File: config.mk
export PLATFORM = sky130hd
export DESIGN_NAME = cnc_net_adv_config_regs
export DESIGN_NICKNAME = d
export VERILOG_FILES = /design/src/cnc_pkg.sv /design/src/cnc_commit_if.sv /design/src/cnc_addr_commit.sv /design/src/cnc_net_adv_config_regs.sv
export SDC_FILE = /design/constraint.sdc
export NUM_CORES = 1
export LEC_CHECK = 0
export BUFFER_PORTS_ARGS = -buffer_cell sky130_fd_sc_hd__clkbuf_2
export CORE_UTILIZATION = 49
export CTS_BUF_LIST = sky130_fd_sc_hd__clkbuf_16
export CTS_CLUSTER_DIAMETER = 80
export DETAILED_ROUTE_END_ITERATION = 6
export HOLD_SLACK_MARGIN = 0.02
export PLACE_DENSITY = 0.76
export SYNTH_ARGS = -nofsm -noshare
export SYNTH_HDL_FRONTEND = slang
export SYNTH_HIERARCHICAL = 1
export SYNTH_SLANG_ARGS = --single-unit
File: constraint.sdc
create_clock -name clk -period 3.73 [get_ports clk]
set_input_delay 1.119 -clock clk [delete_from_list [all_inputs] [get_ports clk]]
set_output_delay 1.119 -clock clk [all_outputs]
set_load 0.1 [all_outputs]
File: src/cnc_pkg.sv
package cnc_pkg;
   localparam int CNC_ADDR_W = 16;
   localparam int CNC_DATA_W = 16;

   localparam logic [15:0] CNC_OFF_ADV_CTRL = 16'h01F0;
   localparam logic [15:0] CNC_OFF_TCP_PORT = 16'h024B;
   localparam logic [15:0] CNC_OFF_STREAM_LOW = 16'h024C;
   localparam logic [15:0] CNC_OFF_STREAM_HIGH = 16'h024D;
   localparam logic [15:0] CNC_OFF_STREAM_PORT = 16'h024E;
   localparam logic [15:0] CNC_OFF_COLOUR_LOW = 16'h0256;
   localparam logic [15:0] CNC_OFF_COLOUR_HIGH = 16'h0257;
   localparam logic [15:0] CNC_OFF_COLOUR_PORT = 16'h0258;
   localparam logic [15:0] CNC_OFF_PKT_LEN = 16'h0259;
   localparam logic [15:0] CNC_OFF_LINK_RATE = 16'h025A;

   localparam logic [15:0] CNC_RST_ADV_CTRL = 16'h0000;
   localparam logic [15:0] CNC_RST_TCP_PORT = 16'h2711;
   localparam logic [15:0] CNC_RST_ADDR_LOW = 16'h0001;
   localparam logic [15:0] CNC_RST_ADDR_HIGH = 16'hE000;
   localparam logic [15:0] CNC_RST_STREAM_PORT = 16'h2712;
   localparam logic [15:0] CNC_RST_COLOUR_PORT = 16'h2716;
   localparam logic [15:0] CNC_RST_PKT_LEN = 16'h0578;
   localparam logic [15:0] CNC_RST_LINK_RATE = 16'h03E8;
   localparam logic [15:0] CNC_RDATA_ZERO = 16'h0000;

   localparam int CNC_BIT_HDR = 0;
   localparam int CNC_BIT_PATH_CORR = 3;
   localparam int CNC_BIT_VERNIER = 7;
endpackage : cnc_pkg

File: src/cnc_commit_if.sv
`timescale 1ns/100ps
interface cnc_commit_if;
   logic wr_low;
   logic wr_high;
   logic [15:0] wdata;
   logic [15:0] low_q;
   logic [15:0] high_q;
   logic [31:0] active_q;

   modport ctrl (output wr_low, output wr_high, output wdata, input low_q, input high_q, input active_q);
   modport keeper (input wr_low, input wr_high, input wdata, output low_q, output high_q, output active_q);
endinterface : cnc_commit_if

File: src/cnc_addr_commit.sv
`timescale 1ns/100ps
module cnc_addr_commit
(
   input wire logic clk,
   input wire logic nrst,
   cnc_commit_if.keeper port_if
);
   import cnc_pkg::*;

   logic [15:0] low_reg;
   logic [15:0] high_reg;
   logic [31:0] active_reg;

   // Low half only parks the value; only low_q readback sees it, active_q does not yet
   always_ff @(posedge clk) begin
      if (!nrst) begin
         low_reg <= CNC_RST_ADDR_LOW;
      end else if (port_if.wr_low) begin
         low_reg <= port_if.wdata;
      end
   end

   always_ff @(posedge clk) begin
      if (!nrst) begin
         high_reg <= CNC_RST_ADDR_HIGH;
      end else if (port_if.wr_high) begin
         high_reg <= port_if.wdata;
      end
   end

   // High write commits both halves at once, so the active pair never tears
   always_ff @(posedge clk) begin
      if (!nrst) begin
         active_reg <= {CNC_RST_ADDR_HIGH, CNC_RST_ADDR_LOW};
      end else if (port_if.wr_high) begin
         active_reg <= {port_if.wdata, low_reg};
      end
   end

   assign port_if.low_q = low_reg;
   assign port_if.high_q = high_reg;
   assign port_if.active_q = active_reg;

   a_low_no_commit:
   assert property (@(posedge clk) disable iff (!nrst)
      (port_if.wr_low && !port_if.wr_high) |=> (active_reg == $past(active_reg)))
      else $error("low half write changed active address");

   a_high_commits:
   assert property (@(posedge clk) disable iff (!nrst)
      port_if.wr_high |=> (active_reg == {$past(port_if.wdata), $past(low_reg)}))
      else $error("high half write did not commit both halves");

   a_pending_then_commit:
   assert property (@(posedge clk) disable iff (!nrst)
      (port_if.wr_low && !port_if.wr_high) ##1 port_if.wr_high
      |=> (active_reg[15:0] == $past(port_if.wdata, 2)))
      else $error("pending low half lost before commit");
endmodule : cnc_addr_commit

File: src/cnc_net_adv_config_regs.sv
//Behaviour
//Bit 0 enables combined HDR sequence merge
//Bit 3 enables path length correction
//Bit 7 enables vernier processing
//Depth low address write only held pending
//Depth high address write commits both halves
//Colour high address write updates active destination
//Control TCP port register, reset 2711
//Depth stream UDP port, reset 2712
//Colour stream UDP port, reset 2716
//UDP packet length register, reset 0578
//Colour low address held until high write
//Link rate read-only, shows negotiated rate
`timescale 1ns/100ps
module cnc_net_adv_config_regs
#(
   parameter int ADDR_W = cnc_pkg::CNC_ADDR_W
)(
   input wire logic clk,
   input wire logic nrst,
   input wire logic [ADDR_W-1:0] addr,
   input wire logic [cnc_pkg::CNC_DATA_W-1:0] wdata,
   input wire logic wr_strobe,
   input wire logic rd_strobe,
   output logic [cnc_pkg::CNC_DATA_W-1:0] rdata,
   input wire logic [15:0] link_rate_mbps,
   output logic hdr_combine_en,
   output logic path_corr_en,
   output logic vernier_en,
   output logic [15:0] ctrl_tcp_port,
   output logic [31:0] stream_dest_addr,
   output logic [15:0] stream_port,
   output logic [31:0] colour_dest_addr,
   output logic [15:0] colour_port,
   output logic [15:0] udp_pkt_len
);
   import cnc_pkg::*;

   if (ADDR_W < 10 || ADDR_W > 16) begin : g_bad_addr_w
      $error("ADDR_W must be 10 to 16 bits");
   end

   function automatic logic hit(input logic [ADDR_W-1:0] a, input logic [15:0] off);
      hit = (CNC_ADDR_W'(a) == off);
   endfunction : hit

   function automatic logic mapped(input logic [ADDR_W-1:0] a);
      mapped = hit(a, CNC_OFF_ADV_CTRL) || hit(a, CNC_OFF_TCP_PORT) || hit(a, CNC_OFF_STREAM_LOW)
               || hit(a, CNC_OFF_STREAM_HIGH) || hit(a, CNC_OFF_STREAM_PORT) || hit(a, CNC_OFF_COLOUR_LOW)
               || hit(a, CNC_OFF_COLOUR_HIGH) || hit(a, CNC_OFF_COLOUR_PORT) || hit(a, CNC_OFF_PKT_LEN)
               || hit(a, CNC_OFF_LINK_RATE);
   endfunction : mapped

   logic [15:0] adv_ctrl_reg;
   logic [15:0] tcp_port_reg;
   logic [15:0] stream_port_reg;
   logic [15:0] colour_port_reg;
   logic [15:0] pkt_len_reg;
   logic [15:0] rdata_reg;
   logic [15:0] rdata_next;
   logic hdr_reg;
   logic path_corr_reg;
   logic vernier_reg;

   cnc_commit_if stream_if ();
   cnc_commit_if colour_if ();

   assign stream_if.wr_low = wr_strobe && hit(addr, CNC_OFF_STREAM_LOW);
   assign stream_if.wr_high = wr_strobe && hit(addr, CNC_OFF_STREAM_HIGH);
   assign stream_if.wdata = wdata;
   assign colour_if.wr_low = wr_strobe && hit(addr, CNC_OFF_COLOUR_LOW);
   assign colour_if.wr_high = wr_strobe && hit(addr, CNC_OFF_COLOUR_HIGH);
   assign colour_if.wdata = wdata;

   cnc_addr_commit u_stream_addr (
      .clk(clk),
      .nrst(nrst),
      .port_if(stream_if.keeper)
   );

   cnc_addr_commit u_colour_addr (
      .clk(clk),
      .nrst(nrst),
      .port_if(colour_if.keeper)
   );

   // Whole word kept so unused bits read back as written
   always_ff @(posedge clk) begin
      if (!nrst) begin
         adv_ctrl_reg <= CNC_RST_ADV_CTRL;
      end else if (wr_strobe && hit(addr, CNC_OFF_ADV_CTRL)) begin
         adv_ctrl_reg <= wdata;
      end
   end

   always_ff @(posedge clk) begin
      if (!nrst) begin
         hdr_reg <= 1'b0;
         path_corr_reg <= 1'b0;
         vernier_reg <= 1'b0;
      end else if (wr_strobe && hit(addr, CNC_OFF_ADV_CTRL)) begin
         hdr_reg <= wdata[CNC_BIT_HDR];
         path_corr_reg <= wdata[CNC_BIT_PATH_CORR];
         vernier_reg <= wdata[CNC_BIT_VERNIER];
      end
   end

   always_ff @(posedge clk) begin
      if (!nrst) begin
         tcp_port_reg <= CNC_RST_TCP_PORT;
      end else if (wr_strobe && hit(addr, CNC_OFF_TCP_PORT)) begin
         tcp_port_reg <= wdata;
      end
   end

   always_ff @(posedge clk) begin
      if (!nrst) begin
         stream_port_reg <= CNC_RST_STREAM_PORT;
      end else if (wr_strobe && hit(addr, CNC_OFF_STREAM_PORT)) begin
         stream_port_reg <= wdata;
      end
   end

   always_ff @(posedge clk) begin
      if (!nrst) begin
         colour_port_reg <= CNC_RST_COLOUR_PORT;
      end else if (wr_strobe && hit(addr, CNC_OFF_COLOUR_PORT)) begin
         colour_port_reg <= wdata;
      end
   end

   always_ff @(posedge clk) begin
      if (!nrst) begin
         pkt_len_reg <= CNC_RST_PKT_LEN;
      end else if (wr_strobe && hit(addr, CNC_OFF_PKT_LEN)) begin
         pkt_len_reg <= wdata;
      end
   end

   always_comb begin
      rdata_next = CNC_RDATA_ZERO;
      if (rd_strobe) begin
         if (hit(addr, CNC_OFF_ADV_CTRL)) begin
            rdata_next = adv_ctrl_reg;
         end else if (hit(addr, CNC_OFF_TCP_PORT)) begin
            rdata_next = tcp_port_reg;
         end else if (hit(addr, CNC_OFF_STREAM_LOW)) begin
            rdata_next = stream_if.low_q;
         end else if (hit(addr, CNC_OFF_STREAM_HIGH)) begin
            rdata_next = stream_if.high_q;
         end else if (hit(addr, CNC_OFF_STREAM_PORT)) begin
            rdata_next = stream_port_reg;
         end else if (hit(addr, CNC_OFF_COLOUR_LOW)) begin
            rdata_next = colour_if.low_q;
         end else if (hit(addr, CNC_OFF_COLOUR_HIGH)) begin
            rdata_next = colour_if.high_q;
         end else if (hit(addr, CNC_OFF_COLOUR_PORT)) begin
            rdata_next = colour_port_reg;
         end else if (hit(addr, CNC_OFF_PKT_LEN)) begin
            rdata_next = pkt_len_reg;
         end else if (hit(addr, CNC_OFF_LINK_RATE)) begin
            rdata_next = link_rate_mbps;
         end
      end
   end

   // Data stands for one cycle only, zero otherwise
   always_ff @(posedge clk) begin
      if (!nrst) begin
         rdata_reg <= CNC_RDATA_ZERO;
      end else begin
         rdata_reg <= rdata_next;
      end
   end

   assign rdata = rdata_reg;
   assign hdr_combine_en = hdr_reg;
   assign path_corr_en = path_corr_reg;
   assign vernier_en = vernier_reg;
   assign ctrl_tcp_port = tcp_port_reg;
   assign stream_dest_addr = stream_if.active_q;
   assign stream_port = stream_port_reg;
   assign colour_dest_addr = colour_if.active_q;
   assign colour_port = colour_port_reg;
   assign udp_pkt_len = pkt_len_reg;

   a_hdr_follows_write:
   assert property (@(posedge clk) disable iff (!nrst)
      (wr_strobe && hit(addr, CNC_OFF_ADV_CTRL)) |=> (hdr_combine_en == $past(wdata[CNC_BIT_HDR])))
      else $error("combine enable does not follow bit 0");

   a_path_corr_write:
   assert property (@(posedge clk) disable iff (!nrst)
      (wr_strobe && hit(addr, CNC_OFF_ADV_CTRL)) |=> (path_corr_en == $past(wdata[CNC_BIT_PATH_CORR])))
      else $error("path correction enable does not follow bit 3");

   a_vernier_stable:
   assert property (@(posedge clk) disable iff (!nrst)
      !(wr_strobe && hit(addr, CNC_OFF_ADV_CTRL)) |=> $stable(vernier_en))
      else $error("vernier enable changed without a write");

   a_vernier_write:
   assert property (@(posedge clk) disable iff (!nrst)
      (wr_strobe && hit(addr, CNC_OFF_ADV_CTRL)) |=> (vernier_en == $past(wdata[CNC_BIT_VERNIER])))
      else $error("vernier enable does not follow bit 7");

   a_port_reset_vals:
   assert property (@(posedge clk)
      !nrst |=> (ctrl_tcp_port == CNC_RST_TCP_PORT && stream_port == CNC_RST_STREAM_PORT
                        && colour_port == CNC_RST_COLOUR_PORT && udp_pkt_len == CNC_RST_PKT_LEN))
      else $error("port or length reset value wrong");

   a_stream_port_write:
   assert property (@(posedge clk) disable iff (!nrst)
      (wr_strobe && hit(addr, CNC_OFF_STREAM_PORT)) |=> (stream_port == $past(wdata)))
      else $error("stream port write not taken");

   a_colour_port_write:
   assert property (@(posedge clk) disable iff (!nrst)
      (wr_strobe && hit(addr, CNC_OFF_COLOUR_PORT)) |=> (colour_port == $past(wdata)))
      else $error("colour port write not taken");

   a_pkt_len_readback:
   assert property (@(posedge clk) disable iff (!nrst)
      (rd_strobe && hit(addr, CNC_OFF_PKT_LEN)) |=> (rdata == udp_pkt_len))
      else $error("packet length readback mismatch");

   a_colour_commit:
   assert property (@(posedge clk) disable iff (!nrst)
      (wr_strobe && hit(addr, CNC_OFF_COLOUR_HIGH)) |=> (colour_dest_addr[31:16] == $past(wdata)))
      else $error("colour high write did not update destination");

   a_link_rate_read:
   assert property (@(posedge clk) disable iff (!nrst)
      (rd_strobe && hit(addr, CNC_OFF_LINK_RATE)) |=> (rdata == $past(link_rate_mbps)))
      else $error("link rate read does not show input rate");

   a_rdata_one_cycle:
   assert property (@(posedge clk) disable iff (!nrst)
      !rd_strobe |=> (rdata == CNC_RDATA_ZERO))
      else $error("read data present without a read");

   a_enable_reset:
   assert property (@(posedge clk)
      !nrst |=> (!hdr_combine_en && !path_corr_en && !vernier_en))
      else $error("processing enables not cleared by reset");

   a_dest_reset:
   assert property (@(posedge clk)
      !nrst |=> (stream_dest_addr == {CNC_RST_ADDR_HIGH, CNC_RST_ADDR_LOW}
                 && colour_dest_addr == {CNC_RST_ADDR_HIGH, CNC_RST_ADDR_LOW}))
      else $error("destination address reset value wrong");

   a_rdata_reset:
   assert property (@(posedge clk)
      !nrst |=> (rdata == CNC_RDATA_ZERO))
      else $error("read data not cleared by reset");

   a_hdr_stable:
   assert property (@(posedge clk) disable iff (!nrst)
      !(wr_strobe && hit(addr, CNC_OFF_ADV_CTRL)) |=> $stable(hdr_combine_en))
      else $error("combine enable changed without a write");

   a_path_corr_stable:
   assert property (@(posedge clk) disable iff (!nrst)
      !(wr_strobe && hit(addr, CNC_OFF_ADV_CTRL)) |=> $stable(path_corr_en))
      else $error("path correction enable changed without a write");

   a_tcp_port_write:
   assert property (@(posedge clk) disable iff (!nrst)
      (wr_strobe && hit(addr, CNC_OFF_TCP_PORT)) |=> (ctrl_tcp_port == $past(wdata)))
      else $error("control port write not taken");

   a_tcp_port_stable:
   assert property (@(posedge clk) disable iff (!nrst)
      !(wr_strobe && hit(addr, CNC_OFF_TCP_PORT)) |=> $stable(ctrl_tcp_port))
      else $error("control port changed without a write");

   a_stream_port_stable:
   assert property (@(posedge clk) disable iff (!nrst)
      !(wr_strobe && hit(addr, CNC_OFF_STREAM_PORT)) |=> $stable(stream_port))
      else $error("stream port changed without a write");

   a_colour_port_stable:
   assert property (@(posedge clk) disable iff (!nrst)
      !(wr_strobe && hit(addr, CNC_OFF_COLOUR_PORT)) |=> $stable(colour_port))
      else $error("colour port changed without a write");

   a_pkt_len_write:
   assert property (@(posedge clk) disable iff (!nrst)
      (wr_strobe && hit(addr, CNC_OFF_PKT_LEN)) |=> (udp_pkt_len == $past(wdata)))
      else $error("packet length write not taken");

   a_pkt_len_stable:
   assert property (@(posedge clk) disable iff (!nrst)
      !(wr_strobe && hit(addr, CNC_OFF_PKT_LEN)) |=> $stable(udp_pkt_len))
      else $error("packet length changed without a write");

   a_stream_commit:
   assert property (@(posedge clk) disable iff (!nrst)
      (wr_strobe && hit(addr, CNC_OFF_STREAM_HIGH)) |=> (stream_dest_addr[31:16] == $past(wdata)))
      else $error("stream high write did not update destination");

   a_stream_low_held:
   assert property (@(posedge clk) disable iff (!nrst)
      (wr_strobe && hit(addr, CNC_OFF_STREAM_LOW)) |=> $stable(stream_dest_addr))
      else $error("stream low write changed active destination");

   a_colour_low_held:
   assert property (@(posedge clk) disable iff (!nrst)
      (wr_strobe && hit(addr, CNC_OFF_COLOUR_LOW)) |=> $stable(colour_dest_addr))
      else $error("colour low write changed active destination");

   a_adv_readback:
   assert property (@(posedge clk) disable iff (!nrst)
      (rd_strobe && hit(addr, CNC_OFF_ADV_CTRL)) |=> (rdata[CNC_BIT_HDR] == $past(hdr_combine_en)
         && rdata[CNC_BIT_PATH_CORR] == $past(path_corr_en) && rdata[CNC_BIT_VERNIER] == $past(vernier_en)))
      else $error("control word readback disagrees with enables");

   a_unmapped_read_zero:
   assert property (@(posedge clk) disable iff (!nrst)
      (rd_strobe && !mapped(addr)) |=> (rdata == CNC_RDATA_ZERO))
      else $error("unmapped read returned data");
endmodule : cnc_net_adv_config_regs

; After elaboration in Yosys (flattened, before gate mapping)
; Index checks and enable logic that the tools add are counted.
; Widths: inputs -> output; s select.
[word_totals]
reg_bits = 227
output_inout_bits = 147
[op_classes]
n_eq_ne = 10
mux = 10
n_reduce_logical = 10
[ops]
columns = op, n
row1 = $mux 16, 10
row2 = $eq 16x10->1 const B, 9
row3 = $eq 16x9->1 const B, 1
row4 = $logic_and 1x1->1, 9
row5 = $reduce_and 2->1, 1

; Longest topological paths before layout
[logic_depth]
depth_word = 11
depth_mapped = 12
mapped_depth_nobuf = 6

; Modules after synthesis
; The synthesis kept the hierarchy.
[modules_own_cells]
columns = module, instances, cells_per_inst, area_per_inst_um2
row1 = cnc_net_adv_config_regs, 1, 666, 5069.9
row2 = cnc_addr_commit, 2, 171, 1974.4

; Least setup slack after synthesis
; OpenSTA, ideal clock, no wires.
[synth_timing]
path_type = input port to flip-flop
start = in addr[13]
end = reg u_stream_addr.low_reg[0], in the netlist u_stream_addr/port_if.low_q[0]
t_arrival_ns = 3.539
path_slack_ns = 0.065
cell_stages = 12
path_cell_list = or4_1 > clkbuf_1 > or4b_1 > buf_2 > or2_1 > buf_6 > buf_2 > nor2_1 > buf_6 > buf_12 > mux2i_1 > nand2_1
[synth_between]
elab_chain_cells = 2
[synth_lines]
columns = element, line_no
row1 = start: declaration, cnc_net_adv_config_regs.sv:21  ; input wire logic [ADDR_W-1:0] addr,
row2 = $eq 16x10->1, cnc_net_adv_config_regs.sv:44  ; hit = (CNC_ADDR_W'(a) == off);
row3 = $logic_and 1x1->1, cnc_net_adv_config_regs.sv:68  ; assign stream_if.wr_low = wr_strobe && hit(addr, CNC_OFF_STREAM_LOW);
row4 = named net stream_if.wr_low, cnc_commit_if.sv:3  ; logic wr_low;
row5 = end signal: assignment, cnc_addr_commit.sv:19  ; low_reg <= port_if.wdata;
row6 = end: declaration, cnc_addr_commit.sv:10  ; logic [15:0] low_reg;
; The timed path passes the listed nets, and every way through them passes these cells.
; A chain may end at the register's enable or synchronous reset.

; Worst setup path in the final report
[layout_timing]
start = in addr[1]
end = reg rdata_reg[5], in the netlist rdata[5]
[layout_between]
elab_chain_cells = 11
word_cells_on_any_way = 20
classes_between = 10 x eq/ne / 10 x mux
[layout_lines]
columns = element, line_no
row1 = $eq 16x10->1, cnc_net_adv_config_regs.sv:44
row2 = $mux 16, cnc_net_adv_config_regs.sv:161  ; end else if (hit(addr, CNC_OFF_LINK_RATE)) begin
row3 = $mux 16, cnc_net_adv_config_regs.sv:159  ; end else if (hit(addr, CNC_OFF_PKT_LEN)) begin
row4 = $mux 16, cnc_net_adv_config_regs.sv:157  ; end else if (hit(addr, CNC_OFF_COLOUR_PORT)) begin
row5 = $mux 16, cnc_net_adv_config_regs.sv:155  ; end else if (hit(addr, CNC_OFF_COLOUR_HIGH)) begin
row6 = $mux 16, cnc_net_adv_config_regs.sv:153  ; end else if (hit(addr, CNC_OFF_COLOUR_LOW)) begin
row7 = $mux 16, cnc_net_adv_config_regs.sv:151  ; end else if (hit(addr, CNC_OFF_STREAM_PORT)) begin
row8 = $mux 16, cnc_net_adv_config_regs.sv:149  ; end else if (hit(addr, CNC_OFF_STREAM_HIGH)) begin
row9 = $mux 16, cnc_net_adv_config_regs.sv:147  ; end else if (hit(addr, CNC_OFF_STREAM_LOW)) begin
row10 = $mux 16, cnc_net_adv_config_regs.sv:145  ; end else if (hit(addr, CNC_OFF_TCP_PORT)) begin
row11 = $mux 16 (*), cnc_net_adv_config_regs.sv:143  ; if (hit(addr, CNC_OFF_ADV_CTRL)) begin
row12 = end signal: assignment, cnc_net_adv_config_regs.sv:172  ; rdata_reg <= rdata_next;
row13 = end: declaration, cnc_net_adv_config_regs.sv:59  ; logic [15:0] rdata_reg;
; Mark *: on every way between the ends. The rest lies on a longest branch, timed or not.

==> reports/results.txt <==
Counting every instance in the synthesized netlist gives 1,008. Net switching is 23.9% of the power. For this block, the routed nets add up to 27,700 um of wire. For the number of global-route vias before repair, the log shows 7,440. For the final instance area, the log shows 10,500 um^2.

For the number of antenna violations at the first check in global routing, the log shows 0. The core footprint was 18,000 um^2. Data on the critical path is required at its endpoint by 4.03 ns. On the critical path, the stage with the largest delay is an instance of or4b_2.

After clock tree synthesis, the flow added hold-fix buffers numbering 0. The number of setup buffers added after CTS was 0; the post-route antenna net violation count was 0. The worst setup path is captured at a flop.

Among the stages of the critical path, the cell type that occurs most often is nor4_1. The largest net degree at the start of global routing is 138. The tools report the length of the first detailed-routing pass in iterations as 5.

The library cells used most frequently in the layout, excluding fill and tap cells, are clkbuf_2, dfxtp_1, nand2_1. The initialized floorplan defines 49 standard-cell rows. The most used flip-flop cell after synthesis is dfxtp_1. The post-synthesis to final-layout area growth is 16.8%, and the layout net count is 1,211. The logs give 57.6% for the normalized max-slew margin and 0.351 mV for the peak ir drop on the vdd network.

In the final routed layout, each cell accounts on average for 19.8 um. Across all layers, the routed design uses 8,018 vias. The total I/O pin count is 199, and the number of setup violations in the final report is 0.

At the end of the flow the core is filled with cells to 58.4%. The number of vias per cell after detailed routing was 5.72. The relative contribution of sequential cells to total power came out at 52.7%. The final critical path takes up 90.6% of the cycle. The number of fill cells is 1,653. CTS built an H-tree with a depth of 4. The most common cell after layout, fill and taps aside is clkbuf_2. Leaving out filler cells and counting taps, the final layout contains 1,401. Detailed placement ended at an HPWL of 20,300 um. The all-layer global routing usage was 29.3%; the count of buffers inserted at the top-level ports was 198. At the end of routability-driven placement, the weighted congestion stood at 0.916. The number of flops mapped to enable cells by yosys came out at 0. In this run the static leakage power is 0.00388 uW. Post-CTS repair changed the size of 0 cells. Hold violation count in the final report: 0. The logs give 2960 uW for the internal cell power and 0 for the number of antenna repair diodes. The clock slew at the register clock pins of the worst setup and hold paths is 0.07 ns. TritonCTS built the clock tree. Measured along the y axis, the die boundary spans 138 um. For this block, the initial DRC count from the detailed router was 781.

The worst path needs 3.38 ns of the cycle, external delays included. In this run the power spent charging and discharging nets is 928 uW. By area the synthesized netlist is led by dfxtp_1, mux2i_1, nand2_1, nor2b_1, a21boi_0.

For the final database, setup skew stands at 0.00860 ns. Counting along the longest clock path gives a buffer depth of 2. The fraction of registers with async set or reset after synthesis is 0%. Dividing total power by cell area gives a power density of 369 nW/um^2. The run finished with clean final reports.

The first global-routing pass estimated 41,500 um of wire. The floorplan step set the die width to 138 um. The logs give 0 for the final count of pins violating max slew and 0 for the global route total overflow. Traced cell by cell, the critical path runs through clkbuf_2 -> buf_4 -> or4b_2 -> nor4_1 -> a222oi_1 -> o21ai_0 -> a21oi_1 -> nor4_1. Along the worst path, the maximum fanout reaches 14.

Of the cells placed in the final design, the portion with a size suffix greater than 1 is 24.0%. On the worst path, the slowest cell contributes a delay of 0.68 ns. Adding up every negative setup slack in the final design gives 0 ns.

The run gives 2.13 ns as the reg2reg setup slack. The floorplan step defined a die boundary enclosing 19,000 um^2. The post-synthesis register bit count is 192.

For the number of clock buffers inserted by TritonCTS, the log shows 17. The cell sitting at the root of the clock tree is a clkbuf_16. The run gives 0 as the number of max-cap violations.

The biggest area contributor in the post-synthesis netlist is dfxtp_1. The critical path class is in2reg. The number of cells in the design after placement was 1,369; the overall power of the completed layout was 3890 uW. The run gives 6 as the synthesis warning total. Of the total power, combinational logic draws 4.8%. The logs give 9020 um^2 for the post-synth design cell area and 53 for the number of distinct library cells after synthesis. Setup repair after global routing left no endpoint under its margin.

The area fraction of the dominant cell type after synthesis came out at 42.6%. The run gives 42.6% as the portion of the post-synthesis area used by sequential elements. The synthesized netlist net count was 1,060; the clock sink total was 192. The tools report the data arrival at the endpoint of the critical path as 3.68 ns. The synthesized area per cell works out to 8.95 um^2.

The remaining design rule violation count is 0. The kind of start point of the critical path is a primary input. The clock network burns 42.5% of the power.

Static timing analysis puts the maximum clock frequency at 296 MHz. For the area of placed instances, the log shows 10,000 um^2. Once the floorplan was initialized, standard cells occupied 50.0% of the core.

The tightest min-delay check is of the reg2reg type. For the worst-skew pair, the clock arrives at the later sink with an insertion delay of 0.43 ns. At the pin with the least slew margin, the transition time is 0.634 ns.
[worst paths after layout]
path                        start               to  cells after the start
setup / recovery          addr[1]         rdata[5]                      8
hold / removal    adv_ctrl_reg[9]  adv_ctrl_reg[9]                      2
setup reg to reg   udp_pkt_len[7]         rdata[7]                      6
hold reg to reg   adv_ctrl_reg[9]  adv_ctrl_reg[9]                      2
[synth_stat cells, types with 21 or more instances]
cell / count
nor2_1: 27
nand2_1: 166
nand2b_1: 24
nor2b_1: 95
mux2i_1: 97
nor3_1: 21
o21ai_0: 31
a21boi_0: 55
dfxtp_1: 192
nand3_1: 37
buf_4: 33
clkbuf_1: 42
[logic make-up (layout without fill, tap and decap cells)]
logic type	Yosys count	count (layout)	synth area share, %
multiplexers	97	97	10.8
flip-flops	192	192	42.6
buffers and inverters	122	286	8.55
AO/OA/AOI/OAI	181	181	14.5
AND/OR/NAND/NOR	416	416	23.5
[critical path: cells and delay by family]
| family | cells | cell delay, ns |
|---|---|---|
| buf+inv | 2 | 0.41 |
| simple gates | 3 | 1.61 |
| compound gates | 3 | 0.53 |
[layout make-up]
| type | instances | area (um^2) | area share [%] |
|---|---|---|---|
| clock inverter | 15 | 96.3 | 0.915 |
| tap | 229 | 287 | 2.72 |
| timing repair buffer | 239 | 1390 | 13.2 |
| clock buffer | 17 | 425 | 4.04 |
| inverter | 15 | 56.3 | 0.535 |
| sequential | 192 | 3840 | 36.5 |
| multi-input combinational | 694 | 4430 | 42.1 |
[power groups by stage]
stage | Sequential, uW | Combinational [uW] | Clock [uW]
after floorplan | 2100 | 89.8 | 0
after global placement | 2100 | 185 | 0
after detailed placement | 2100 | 184 | 0
after CTS | 2050 | 185 | 1670
after global routing | 2050 | 198 | 1750
final | 2050 | 188 | 1650
[per-layer routing]
layer	part of all wire (%)	up-vias	wire (um)	track usage (%)
met5	0	-	0	0
met4	3.4	0	933	14.5
met3	5.6	59	1540	4.08
met2	48	357	13300	47.9
met1	43	3828	11800	37.8
li1	-	3774	-	-
[metrics by stage]
| stage | hold slack (ns) | worst slack, ns |
|---|---|---|
| after global placement | 0.453 | 0.0525 |
| after CTS | 0.472 | 0.422 |
| after global routing | 0.494 | 0.216 |
| after floorplan | 0.443 | 0.0646 |
| final | 0.475 | 0.352 |
| after detailed placement | 0.462 | -0.0306 |
No activity file was read; power rests on OpenSTA's default activity.
